==> src/pdm_pkg.sv <==
package pdm_pkg;

  localparam int PDM_PINS = 8;
  localparam int PDM_AW = 4;
  localparam int PDM_DW = 32;
  localparam int PDM_WAKE_SRCS = 7;

  // Word offsets of the register window (byte address = 4 * index)
  localparam logic [PDM_AW-1:0] PDM_REG_SEL0 = 4'h0;
  localparam logic [PDM_AW-1:0] PDM_REG_SEL1 = 4'h1;
  localparam logic [PDM_AW-1:0] PDM_REG_SEL2 = 4'h2;
  localparam logic [PDM_AW-1:0] PDM_REG_OUT_VALUE = 4'h3;
  localparam logic [PDM_AW-1:0] PDM_REG_OUT_ROUTE = 4'h4;
  localparam logic [PDM_AW-1:0] PDM_REG_IN_ROUTE = 4'h5;
  localparam logic [PDM_AW-1:0] PDM_REG_PIN_STATE = 4'h6;
  localparam logic [PDM_AW-1:0] PDM_REG_WAKE_EN = 4'h7;
  localparam logic [PDM_AW-1:0] PDM_REG_POWER = 4'h8;
  localparam logic [PDM_AW-1:0] PDM_REG_WAKE_CAUSE = 4'h9;

  // Wakeup source bit positions
  localparam int PDM_WK_PERIPH = 0;
  localparam int PDM_WK_SUPERVISOR = 1;
  localparam int PDM_WK_TIMEWHEEL = 2;
  localparam int PDM_WK_IO = 3;
  localparam int PDM_WK_EXT_RESET = 4;
  localparam int PDM_WK_WATCHDOG = 5;
  localparam int PDM_WK_PRECISION = 6;

  // Drive select codes
  localparam logic [2:0] PDM_DM_ANALOG_Z = 3'h0;
  localparam logic [2:0] PDM_DM_DIGITAL_Z = 3'h1;
  localparam logic [2:0] PDM_DM_PULLUP = 3'h2;
  localparam logic [2:0] PDM_DM_PULLDOWN = 3'h3;
  localparam logic [2:0] PDM_DM_OPEN_LOW = 3'h4;
  localparam logic [2:0] PDM_DM_OPEN_HIGH = 3'h5;
  localparam logic [2:0] PDM_DM_STRONG = 3'h6;
  localparam logic [2:0] PDM_DM_PULL_BOTH = 3'h7;

  // Reset values
  localparam logic [PDM_PINS-1:0] PDM_OUT_VALUE_RST = 8'h00;
  localparam logic [PDM_PINS-1:0] PDM_ROUTE_RST = 8'h00;
  localparam logic [PDM_WAKE_SRCS-1:0] PDM_WAKE_EN_RST = 7'h70;
  localparam logic [PDM_DW-1:0] PDM_READ_ZERO = 32'h0000_0000;

  typedef enum logic [1:0] {
    PDM_PM_ACTIVE,
    PDM_PM_ALT_ACTIVE,
    PDM_PM_SLEEP,
    PDM_PM_HIBERNATE
  } pdm_power_t;

endpackage

==> src/pdm_pin_drive.sv <==
// The Avalon-MM slave port and the placing of the registers were decided locally.
`timescale 1ns/10ps
`default_nettype none

// Summary of operation
// - Every pin has its own three-bit drive select that picks one of eight driver setups.
// - Codes 0 and 1 leave the pin undriven, code 6 drives it strongly to the output value.
// - Code 2 pulls up or drives low, code 3 drives high or pulls down, code 7 pulls up for a 1 and down for a 0.
// - Code 4 drives strongly low for a 0 and releases the pin for a 1.
// - Code 5 drives strongly high for a 1 and releases the pin for a 0.
// - The driven value comes from the logic array when output routing is on, else the port bit.
// - The pin level always reaches pin state, and the logic array only when input routing is on.
// - Any enabled wakeup event, interrupt or reset, returns the power state to active.
// - Wakeup sources are peripheral, supervisor, timewheel and I/O interrupts plus three resets.
// - At reset a two-bit per-port field makes every pin analog or digital high-Z, driven low (10b) or pulled down (11b).
module pdm_pin_drive
  import pdm_pkg::*;
(
  input wire logic clk,
  input wire logic sys_rst,
  input wire logic [PDM_AW-1:0] avs_address,
  input wire logic avs_read,
  input wire logic avs_write,
  input wire logic [PDM_DW-1:0] avs_writedata,
  input wire logic [3:0] avs_byteenable,
  output logic [PDM_DW-1:0] avs_readdata,
  output logic avs_waitrequest,
  input wire logic [1:0] port_reset_drive_select,
  input wire logic [PDM_PINS-1:0] programmable_logic_array_out,
  output logic [PDM_PINS-1:0] programmable_logic_array_in,
  input wire logic [PDM_PINS-1:0] pad_in,
  output logic [PDM_PINS-1:0] pad_out,
  output logic [PDM_PINS-1:0] pad_oe,
  output logic [PDM_PINS-1:0] pad_pullup_en,
  output logic [PDM_PINS-1:0] pad_pulldown_en,
  output logic [PDM_PINS-1:0] pad_analog_en,
  input wire logic periph_irq,
  input wire logic supervisor_irq,
  input wire logic timewheel_irq,
  input wire logic io_irq,
  input wire logic external_reset_pin,
  input wire logic watchdog_reset,
  input wire logic precision_reset,
  output logic [1:0] power_mode
);

  // ==========================================================================
  // Register state
  // ==========================================================================
  logic [PDM_PINS-1:0] drive_select_bit0_r;
  logic [PDM_PINS-1:0] drive_select_bit0_nxt;
  logic [PDM_PINS-1:0] drive_select_bit1_r;
  logic [PDM_PINS-1:0] drive_select_bit1_nxt;
  logic [PDM_PINS-1:0] drive_select_bit2_r;
  logic [PDM_PINS-1:0] drive_select_bit2_nxt;
  logic [PDM_PINS-1:0] port_output_value_r;
  logic [PDM_PINS-1:0] port_output_value_nxt;
  logic [PDM_PINS-1:0] out_route_r;
  logic [PDM_PINS-1:0] out_route_nxt;
  logic [PDM_PINS-1:0] in_route_r;
  logic [PDM_PINS-1:0] in_route_nxt;
  logic [PDM_WAKE_SRCS-1:0] wake_en_r;
  logic [PDM_WAKE_SRCS-1:0] wake_en_nxt;
  logic [PDM_WAKE_SRCS-1:0] wake_cause_r;
  logic [PDM_WAKE_SRCS-1:0] wake_cause_nxt;
  pdm_power_t power_r;
  pdm_power_t power_nxt;
  logic waitreq_r;
  logic waitreq_nxt;
  logic [PDM_DW-1:0] rdata_r;
  logic [PDM_DW-1:0] rdata_nxt;

  logic req;
  logic wr_take;
  logic [PDM_WAKE_SRCS-1:0] wake_src;
  logic [PDM_WAKE_SRCS-1:0] wake_hit;

  // ==========================================================================
  // Synchronisers for pins and other asynchronous inputs
  // ==========================================================================
  logic [PDM_PINS-1:0] pad_meta_r;
  logic [PDM_PINS-1:0] pin_state_r;
  logic [1:0] async_meta_r;
  logic [1:0] async_sync_r;

  // Same-domain wake sources skip these flops to keep wake latency short
  always_ff @(posedge clk)
  begin
    pad_meta_r <= pad_in;
    pin_state_r <= pad_meta_r;
    async_meta_r <= {external_reset_pin, io_irq};
    async_sync_r <= async_meta_r;
  end

  // ==========================================================================
  // Bus decode
  // ==========================================================================
  // One wait cycle per access: waitrequest drops for exactly one cycle
  assign req = avs_read | avs_write;
  // Only lane 0 gates writes: no register is wider than eight bits
  assign wr_take = avs_write & ~waitreq_r & avs_byteenable[0];

  always_comb
  begin
    wake_src = '0;
    wake_src[PDM_WK_PERIPH] = periph_irq;
    wake_src[PDM_WK_SUPERVISOR] = supervisor_irq;
    wake_src[PDM_WK_TIMEWHEEL] = timewheel_irq;
    wake_src[PDM_WK_IO] = async_sync_r[0];
    wake_src[PDM_WK_EXT_RESET] = async_sync_r[1];
    wake_src[PDM_WK_WATCHDOG] = watchdog_reset;
    wake_src[PDM_WK_PRECISION] = precision_reset;
    wake_hit = wake_src & wake_en_r;
  end

  // ==========================================================================
  // Register next state
  // ==========================================================================
  always_comb
  begin
    drive_select_bit0_nxt = drive_select_bit0_r;
    drive_select_bit1_nxt = drive_select_bit1_r;
    drive_select_bit2_nxt = drive_select_bit2_r;
    port_output_value_nxt = port_output_value_r;
    out_route_nxt = out_route_r;
    in_route_nxt = in_route_r;
    wake_en_nxt = wake_en_r;
    wake_cause_nxt = wake_cause_r;
    power_nxt = power_r;
    waitreq_nxt = ~(req & waitreq_r);
    rdata_nxt = PDM_READ_ZERO;
    if (wr_take)
    begin
      unique case (avs_address)
        PDM_REG_SEL0: drive_select_bit0_nxt = avs_writedata[PDM_PINS-1:0];
        PDM_REG_SEL1: drive_select_bit1_nxt = avs_writedata[PDM_PINS-1:0];
        PDM_REG_SEL2: drive_select_bit2_nxt = avs_writedata[PDM_PINS-1:0];
        PDM_REG_OUT_VALUE: port_output_value_nxt = avs_writedata[PDM_PINS-1:0];
        PDM_REG_OUT_ROUTE: out_route_nxt = avs_writedata[PDM_PINS-1:0];
        PDM_REG_IN_ROUTE: in_route_nxt = avs_writedata[PDM_PINS-1:0];
        PDM_REG_WAKE_EN: wake_en_nxt = avs_writedata[PDM_WAKE_SRCS-1:0];
        PDM_REG_POWER: power_nxt = pdm_power_t'(avs_writedata[1:0]);
        PDM_REG_WAKE_CAUSE:
          wake_cause_nxt = wake_cause_r & ~avs_writedata[PDM_WAKE_SRCS-1:0];
        default: ;
      endcase
    end
    // A wake in the same cycle as a mode write or cause clear wins
    if (|wake_hit)
    begin
      power_nxt = PDM_PM_ACTIVE;
    end
    wake_cause_nxt = wake_cause_nxt | wake_hit;
    if (avs_read & waitreq_r)
    begin
      unique case (avs_address)
        PDM_REG_SEL0: rdata_nxt[PDM_PINS-1:0] = drive_select_bit0_r;
        PDM_REG_SEL1: rdata_nxt[PDM_PINS-1:0] = drive_select_bit1_r;
        PDM_REG_SEL2: rdata_nxt[PDM_PINS-1:0] = drive_select_bit2_r;
        PDM_REG_OUT_VALUE: rdata_nxt[PDM_PINS-1:0] = port_output_value_r;
        PDM_REG_OUT_ROUTE: rdata_nxt[PDM_PINS-1:0] = out_route_r;
        PDM_REG_IN_ROUTE: rdata_nxt[PDM_PINS-1:0] = in_route_r;
        PDM_REG_PIN_STATE: rdata_nxt[PDM_PINS-1:0] = pin_state_r;
        PDM_REG_WAKE_EN: rdata_nxt[PDM_WAKE_SRCS-1:0] = wake_en_r;
        PDM_REG_POWER: rdata_nxt[1:0] = power_r;
        PDM_REG_WAKE_CAUSE: rdata_nxt[PDM_WAKE_SRCS-1:0] = wake_cause_r;
        default: rdata_nxt = PDM_READ_ZERO;
      endcase
    end
  end

  always_ff @(posedge clk)
  begin
    if (sys_rst)
    begin
      // Reset field maps straight onto codes 0..3
      // Port bit resets to 0, so field 10b drives pins low until firmware sets it
      drive_select_bit0_r <= {PDM_PINS{port_reset_drive_select[0]}};
      drive_select_bit1_r <= {PDM_PINS{port_reset_drive_select[1]}};
      drive_select_bit2_r <= '0;
      port_output_value_r <= PDM_OUT_VALUE_RST;
      out_route_r <= PDM_ROUTE_RST;
      in_route_r <= PDM_ROUTE_RST;
      // Reset sources wake by default; interrupts wait for firmware to enable them
      wake_en_r <= PDM_WAKE_EN_RST;
      wake_cause_r <= '0;
      power_r <= PDM_PM_ACTIVE;
      waitreq_r <= 1'b1;
      rdata_r <= PDM_READ_ZERO;
    end
    else
    begin
      drive_select_bit0_r <= drive_select_bit0_nxt;
      drive_select_bit1_r <= drive_select_bit1_nxt;
      drive_select_bit2_r <= drive_select_bit2_nxt;
      port_output_value_r <= port_output_value_nxt;
      out_route_r <= out_route_nxt;
      in_route_r <= in_route_nxt;
      wake_en_r <= wake_en_nxt;
      wake_cause_r <= wake_cause_nxt;
      power_r <= power_nxt;
      waitreq_r <= waitreq_nxt;
      rdata_r <= rdata_nxt;
    end
  end

  assign avs_readdata = rdata_r;
  assign avs_waitrequest = waitreq_r;
  // Power state is only recorded here; clocks and regulators are steered elsewhere
  assign power_mode = power_r;

  // ==========================================================================
  // Per-pin driver decode
  // ==========================================================================
  // Pads see one cycle of latency from any register or routing change
  genvar gi;
  generate
    for (gi = 0; gi < PDM_PINS; gi++)
    begin : g_pin
      logic [2:0] sel;
      logic val;
      logic out_nxt;
      logic oe_nxt;
      logic pu_nxt;
      logic pd_nxt;
      logic an_nxt;
      logic lai_nxt;
      logic out_r;
      logic oe_r;
      logic pu_r;
      logic pd_r;
      logic an_r;
      logic lai_r;

      always_comb
      begin
        sel = {drive_select_bit2_r[gi], drive_select_bit1_r[gi], drive_select_bit0_r[gi]};
        val = out_route_r[gi] ? programmable_logic_array_out[gi]
                              : port_output_value_r[gi];
        out_nxt = val;
        oe_nxt = 1'b0;
        pu_nxt = 1'b0;
        pd_nxt = 1'b0;
        an_nxt = 1'b0;
        unique case (sel)
          PDM_DM_ANALOG_Z: an_nxt = 1'b1;
          PDM_DM_DIGITAL_Z: oe_nxt = 1'b0;
          PDM_DM_PULLUP:
          begin
            oe_nxt = ~val;
            pu_nxt = val;
          end
          PDM_DM_PULLDOWN:
          begin
            oe_nxt = val;
            pd_nxt = ~val;
          end
          PDM_DM_OPEN_LOW: oe_nxt = ~val;
          PDM_DM_OPEN_HIGH: oe_nxt = val;
          PDM_DM_STRONG: oe_nxt = 1'b1;
          PDM_DM_PULL_BOTH:
          begin
            pu_nxt = val;
            pd_nxt = ~val;
          end
        endcase
        lai_nxt = pin_state_r[gi] & in_route_r[gi];
      end

      always_ff @(posedge clk)
      begin
        if (sys_rst)
        begin
          // Pads stay released during reset; the reset mode shows one edge after release
          out_r <= 1'b0;
          oe_r <= 1'b0;
          pu_r <= 1'b0;
          pd_r <= 1'b0;
          an_r <= 1'b0;
          lai_r <= 1'b0;
        end
        else
        begin
          out_r <= out_nxt;
          oe_r <= oe_nxt;
          pu_r <= pu_nxt;
          pd_r <= pd_nxt;
          an_r <= an_nxt;
          lai_r <= lai_nxt;
        end
      end

      assign pad_out[gi] = out_r;
      assign pad_oe[gi] = oe_r;
      assign pad_pullup_en[gi] = pu_r;
      assign pad_pulldown_en[gi] = pd_r;
      assign pad_analog_en[gi] = an_r;
      assign programmable_logic_array_in[gi] = lai_r;
    end
  endgenerate

endmodule // pdm_pin_drive

`default_nettype wire

==> config.mk <==
export PLATFORM = sky130hd
export DESIGN_NAME = pdm_pin_drive
export DESIGN_NICKNAME = d
export VERILOG_FILES = /design/src/pdm_pkg.sv /design/src/pdm_pin_drive.sv
export SDC_FILE = /design/constraint.sdc
export NUM_CORES = 1
export LEC_CHECK = 0
export BUFFER_PORTS_ARGS = -buffer_cell sky130_fd_sc_hd__clkbuf_2
export CORE_ASPECT_RATIO = 1.75
export CORE_MARGIN = 2
export CORE_UTILIZATION = 53
export CTS_CLUSTER_SIZE = 28
export DETAILED_ROUTE_END_ITERATION = 8
export GPL_TIMING_DRIVEN = 1
export HOLD_SLACK_MARGIN = 0.15
export PLACE_DENSITY = 0.79
export SLEW_MARGIN = 40
export SYNTH_ARGS = -nofsm -noshare
export SYNTH_HDL_FRONTEND = slang
export SYNTH_SLANG_ARGS = --single-unit
==> constraint.sdc <==
create_clock -name clk -period 1.86 [get_ports clk]
set_clock_uncertainty 0.15 [all_clocks]
set_input_delay 0.186 -clock clk [delete_from_list [all_inputs] [get_ports clk]]
set_output_delay 0.186 -clock clk [all_outputs]
set_load 0.02 [all_outputs]
**Yosys cells after proc, flatten, opt, wreduce, memory -nomap -nowiden**

Cells that the tools add are included.

- Eq/ne operators: 57
- Muxes and demuxes: 35
- Bitwise gates (word level): 44
- Reductions and logical operators: 70

Operator list:

| kind | number |
|---|---|
| $reduce_or A2 Y1 | 49 |
| $eq A3 B3 Y1 const B | 32 |
| $eq A3 B2 Y1 const B | 16 |
| $mux W8 | 6 |
| $pmux W5 S9 | 1 |
| $not A1 Y1 | 27 |
| $logic_not A3 Y1 | 8 |
| $pmux W1 S3 | 8 |
| $pmux W2 S10 | 1 |
| $eq A4 B3 Y1 const B | 4 |
| $mux W1 | 16 |
| $reduce_and A2 Y1 | 8 |
| $and A7 B7 Y7 | 2 |
| $mux W7 | 2 |
| $and A1 B1 Y1 | 12 |
| $eq A4 B2 Y1 const B | 2 |
| $eq A4 B4 Y1 const B | 2 |
| $reduce_or A8 Y1 | 1 |
| $not A7 Y7 | 1 |
| $or A7 B7 Y7 | 1 |
| $pmux W1 S7 | 1 |
| $reduce_bool A2 Y1 | 3 |
| $eq A4 B1 Y1 const B | 1 |
| $logic_not A4 Y1 | 1 |
| $or A1 B1 Y1 | 1 |

- Flip-flop bits (word level): 165
- Output and inout bits: 83
- Logic and storage cells: 270

**Depth between registers and ports, before layout**

- Word-level depth: 5
- Depth in mapped cells: 7
- Mapped depth without buffers: 4

**Worst setup path after synthesis**

OpenSTA, ideal clock, no wires.

- Path kind: reg2reg
- Start: register waitreq_r, in the netlist avs_waitrequest
- End: register wake_en_r[4]
- Data arrival time: 1,349 ps
- Data required time: 1,590 ps
- Path slack: 242 ps
- Stages on the path, launching flop included: 6
- Buffers on the path: 2
- Clock period less this slack: 1,618 ps
- Path through: dfxtp_1 > and3b_1 > buf_2 > and3_1 > buf_4 > a211o_1

- Word-level cells in the longest chain between the ends: 4

RTL lines:

| element | line | source |
|---|---|---|
| from (decl) | pdm_pin_drive.sv:68 | `logic waitreq_r;` |
| from (signal assigned) | pdm_pin_drive.sv:202 | `waitreq_r <= waitreq_nxt;` |
| $not A1 Y1 | pdm_pin_drive.sv:101 | `assign wr_take = avs_write & ~waitreq_r & avs_byteenable[0];` |
| $and A1 B1 Y1 (2 in a row) | pdm_pin_drive.sv:101 |  |
| $reduce_and A2 Y1 (no line) | n/a |  |
| to (signal assigned) | pdm_pin_drive.sv:199 | `wake_en_r <= wake_en_nxt;` |
| to (decl) | pdm_pin_drive.sv:62 | `logic [PDM_WAKE_SRCS-1:0] wake_en_r;` |

No other way between the ends.
A chain may end at the register's enable or synchronous reset.

**Worst setup path after layout**

- Start: input avs_address[2]
- End: register rdata_r[7], in the netlist avs_readdata[7]

- Word-level cells in the longest chain between the ends: 2
- Elaborated cells on any way between the ends: 8
- Those cells by class: eq/ne (6); mux (1); reduce/logical (1)

RTL lines:

| element | line | source |
|---|---|---|
| from (decl) | pdm_pin_drive.sv:21 | `input wire logic [PDM_AW-1:0] avs_address,` |
| $eq A4 B3 Y1 (tied with other cells) | pdm_pin_drive.sv:156 | `unique case (avs_address)` |
| $pmux W1 S7 * | pdm_pin_drive.sv:156 |  |
| to (signal assigned) | pdm_pin_drive.sv:203 | `rdata_r <= rdata_nxt;` |
| to (decl) | pdm_pin_drive.sv:70 | `logic [PDM_DW-1:0] rdata_r;` |

Mark *: on every way between the ends. The rest lies on a longest branch, timed or not.

==> flow_metrics.tcl <==
set metrics [dict create \
    report.power.total_mw 7.21 \
    holdPathStages 3 \
    die_w_um 84.8 \
    ys_seq_elements 141 \
    syn_inst 591 \
    busiest_layer "met2" \
    final_cells 836 \
    die_y_um 145 \
    path_cells "dlygate4sd3_1 -> clkbuf_2 -> buf_4 -> mux4_2 -> nor2b_4 -> a311oi_2 -> a211oi_1" \
    path_max_fanout 12 \
    core_area_mm2 0.0112 \
    worstSkewPairLatency_ns 0.42 \
    finalWirelength_um 14100 \
    min_path_type "in2reg" \
    worst_pin_slew_ns 0.477 \
    io_pins 152 \
    h-tree-depth 4 \
    diodes 0 \
    grt_pass1_vias 4521 \
    p_comb_share_pct 7.8 \
    worstSetupPathType "in2reg" \
    dp_hpwl_um 9950 \
    status "finished clean" \
    regToRegEndpoint "g_pin[2].oe_r" \
    wire_per_inst_um 16.8 \
    required_ns 1.99 \
    synth.area.top_cells "dfxtp_1, mux2i_1, buf_4" \
    use_met3_pct 3.86 \
    clockBufferDepth 2 \
    layout.nets 760 \
    yosys.cell_types.count 60 \
    grt_pass1_wl_um 22400 \
    switching_power_mw 1.74 \
    netlist_area_mm2 0.00606 \
    placed_area_mm2 0.00629 \
    ir_drop_uv 748 \
    path_buf_inv 3 \
    finalCritPeriodShare_pct 98.1 \
    setup_viol 0 \
    power_frac_seq_pct 44.9 \
    maxCapViolCount 0 \
    row_count 51 \
    met2_usage_pct 40.9 \
    clkPwrFrac_pct 47.3 \
    period_needed_ns 1.82 \
    whs_endpoint "drive_select_bit1_r[7]" \
    p_leak_nw 3.23 \
    worstHoldStart "port_reset_drive_select[1]" \
    synth_edf_count 16 \
    ys.warnings.count 0 \
    tritoncts "yes" \
    synth_top_area_cell "dfxtp_1" \
    tns_ns 0 \
    power_density_mw_per_mm2 987 \
    async_flop_share_pct 0 \
    maxSlewViolCount 0 \
    p_int_mw 5.47 \
    drive_above_1_share_pct 24.1 \
    syn_avg_cell_area_um2 10.3 \
    netlist.area_leader.share_pct 41.3 \
    fin_util_pct 65.4 \
    final.setup.worst_slack_ns 0.0357 \
    via_per_inst 5.55 \
    rr_startpoint "out_route_r[2]" \
    ys_seq_area_share_pct 49.2 \
    end_kind "flip-flop" \
    gr-total-overflow 0 \
    hold_violations 0 \
    grt_max_degree 94 \
    rsz0062_at_grt "no" \
    pre_cts_ws_ns 0.0744 \
    drt_pass1_iterations 5 \
    reg2reg_depth 4 \
    cts_made_buffers 17 \
    cts_root_buf "clkbuf_16" \
    slew_headroom_pct 67.3 \
    antenna_left 0 \
    start_kind "input pin" \
    grtUsageTotal_pct 23.0 \
    rrSetupSlack_ns 0.17 \
    place.gp.congestion 0.947 \
    dr.first_iter.drc_count 299 \
    whs_ns 0.163 \
    max_stage_delay_ns 0.52 \
    start_util_pct 54.3 \
    cts_sinks 141 \
    syn2layout_area_growth_pct 20.5 \
    fmaxAchievable_mhz 548 \
    via_count 4636 \
    portBuffers 100 \
    grt_use_met1_pct 25.6 \
    drcViolationCount 0 \
    cp_top_family "buffers and inverters" \
    cts.clk_slew.worst_paths_ns 0.06 \
    final_cell_area_mm2 0.00730 \
    dpl.cell_count 766 \
    post_cts_buffers 0 \
    ys.flop_type "dfxtp_1" \
    antenna_found_initial 0 \
    switching_share_pct 24.1 \
    die_area_mm2 0.0123 \
    slowest_stage "dlygate4sd3_1" \
    crit_arrival_ns 1.95 \
]
## metal layers
metal / routed length (um) / vias to the layer above
li1: - / 2201
met1: 5490 / 2231
met2: 7480 / 172
met3: 657 / 32
met4: 422 / 0
met5: 0 / -
## tightest hold or removal path, delay by kind of cell
kind                   cells  cell delay [ns]
buffers and inverters      1             0.08
AND/OR/NAND/NOR            2             0.35
## kinds of logic (layout without fill, tap and decap cells)
logic type / count (synthesis) / in the layout / share of synthesized area, %
and+or+nand+nor: 190 / 190 / 16.5
DFF: 141 / 141 / 49.2
buffers and inverters: 103 / 193 / 11.5
AOI/OAI and AO/OA: 83 / 83 / 10.3
muxes: 65 / 65 / 11.2
xor gates and xnor gates: 8 / 8 / 1.16
other: 1 / 24 / 0.0619
## synthesized netlist by cell type, types with 4 or more instances
| cell type | count |
|---|---|
| and4b_1 | 8 |
| o21a_1 | 8 |
| nor4b_1 | 9 |
| a311oi_1 | 7 |
| a21o_1 | 10 |
| dfxtp_1 | 125 |
| buf_4 | 77 |
| and3_1 | 4 |
| mux2i_1 | 59 |
| nor2_1 | 64 |
| a31oi_1 | 4 |
| xor2_1 | 8 |
| nand2b_1 | 11 |
| nor3_1 | 9 |
| a2111oi_1 | 8 |
| nor2b_1 | 9 |
| nor4_1 | 9 |
| a22o_1 | 5 |
| nand3b_1 | 6 |
| edfxtp_1 | 16 |
| a21oi_1 | 15 |
| buf_2 | 7 |
| o21ai_1 | 4 |
| clkbuf_1 | 13 |
| nand2_1 | 41 |
## area by class of cell
class                   instances  area (um2)
clock buffers                  20         489
clock inverters                12         123
fillers                       867        3870
inverters                       3        11.3
multi-input cells             370        2490
flip-flops and latches        141        2980
well taps                     132         165
repair buffers                158        1040
## power groups by stage
stage | Clock [mW] | Sequential (mW) | Combinational [mW]
2_1_floorplan | 0 | 3.29 | 0.387
3_3_place_gp | 0 | 3.30 | 0.474
3_5_place_dp | 0 | 3.30 | 0.486
4_1_cts | 3.46 | 3.24 | 0.553
5_1_grt | 3.58 | 3.25 | 0.600
6_report | 3.41 | 3.24 | 0.561
## worst max path at each step
stage,slack (ns),end,start,cells after the start
2_1_floorplan,0.24,wake_en_r[4],avs_waitrequest,5
3_3_place_gp,0.11,wake_en_r[4],avs_address[0],6
3_5_place_dp,0.07,wake_en_r[4],avs_address[0],6
4_1_cts,0.03,port_output_value_r[5],avs_address[2],7
5_1_grt,0.01,avs_readdata[3],avs_address[2],7
6_report,0.04,avs_readdata[7],avs_address[2],7
## cell usage in the layout, fill, tap and decap left out, drive strengths merged, types with 3 or more instances in the layout
cell type,n
a211o,3
dlygate4sd3,38
buf,21
a21o,10
conb,24
a22o,5
nand2b,11
a31oi,4
nand2,41
inv,9
xor2,8
nor4,9
a311oi,8
o21a,8
dfxtp,125
nor3,9
nand3b,6
nor4b,9
o21ai,7
and3,4
nand3,5
and4b,8
mux2,4
clkinvlp,3
mux2i,59
a2111oi,8
nor2,66
nor2b,11
a21oi,15
edfxtp,16
clkbuf,119
## timing repair
| item | CTS | global route |
|---|---|---|
| hold endpoints to repair | 102 | 0 |
| hold buffers | 38 | 0 |
| resized for setup | 0 | 5 |
| setup endpoints to repair | 0 | 11 |
Power figures use the tool's default switching activity.
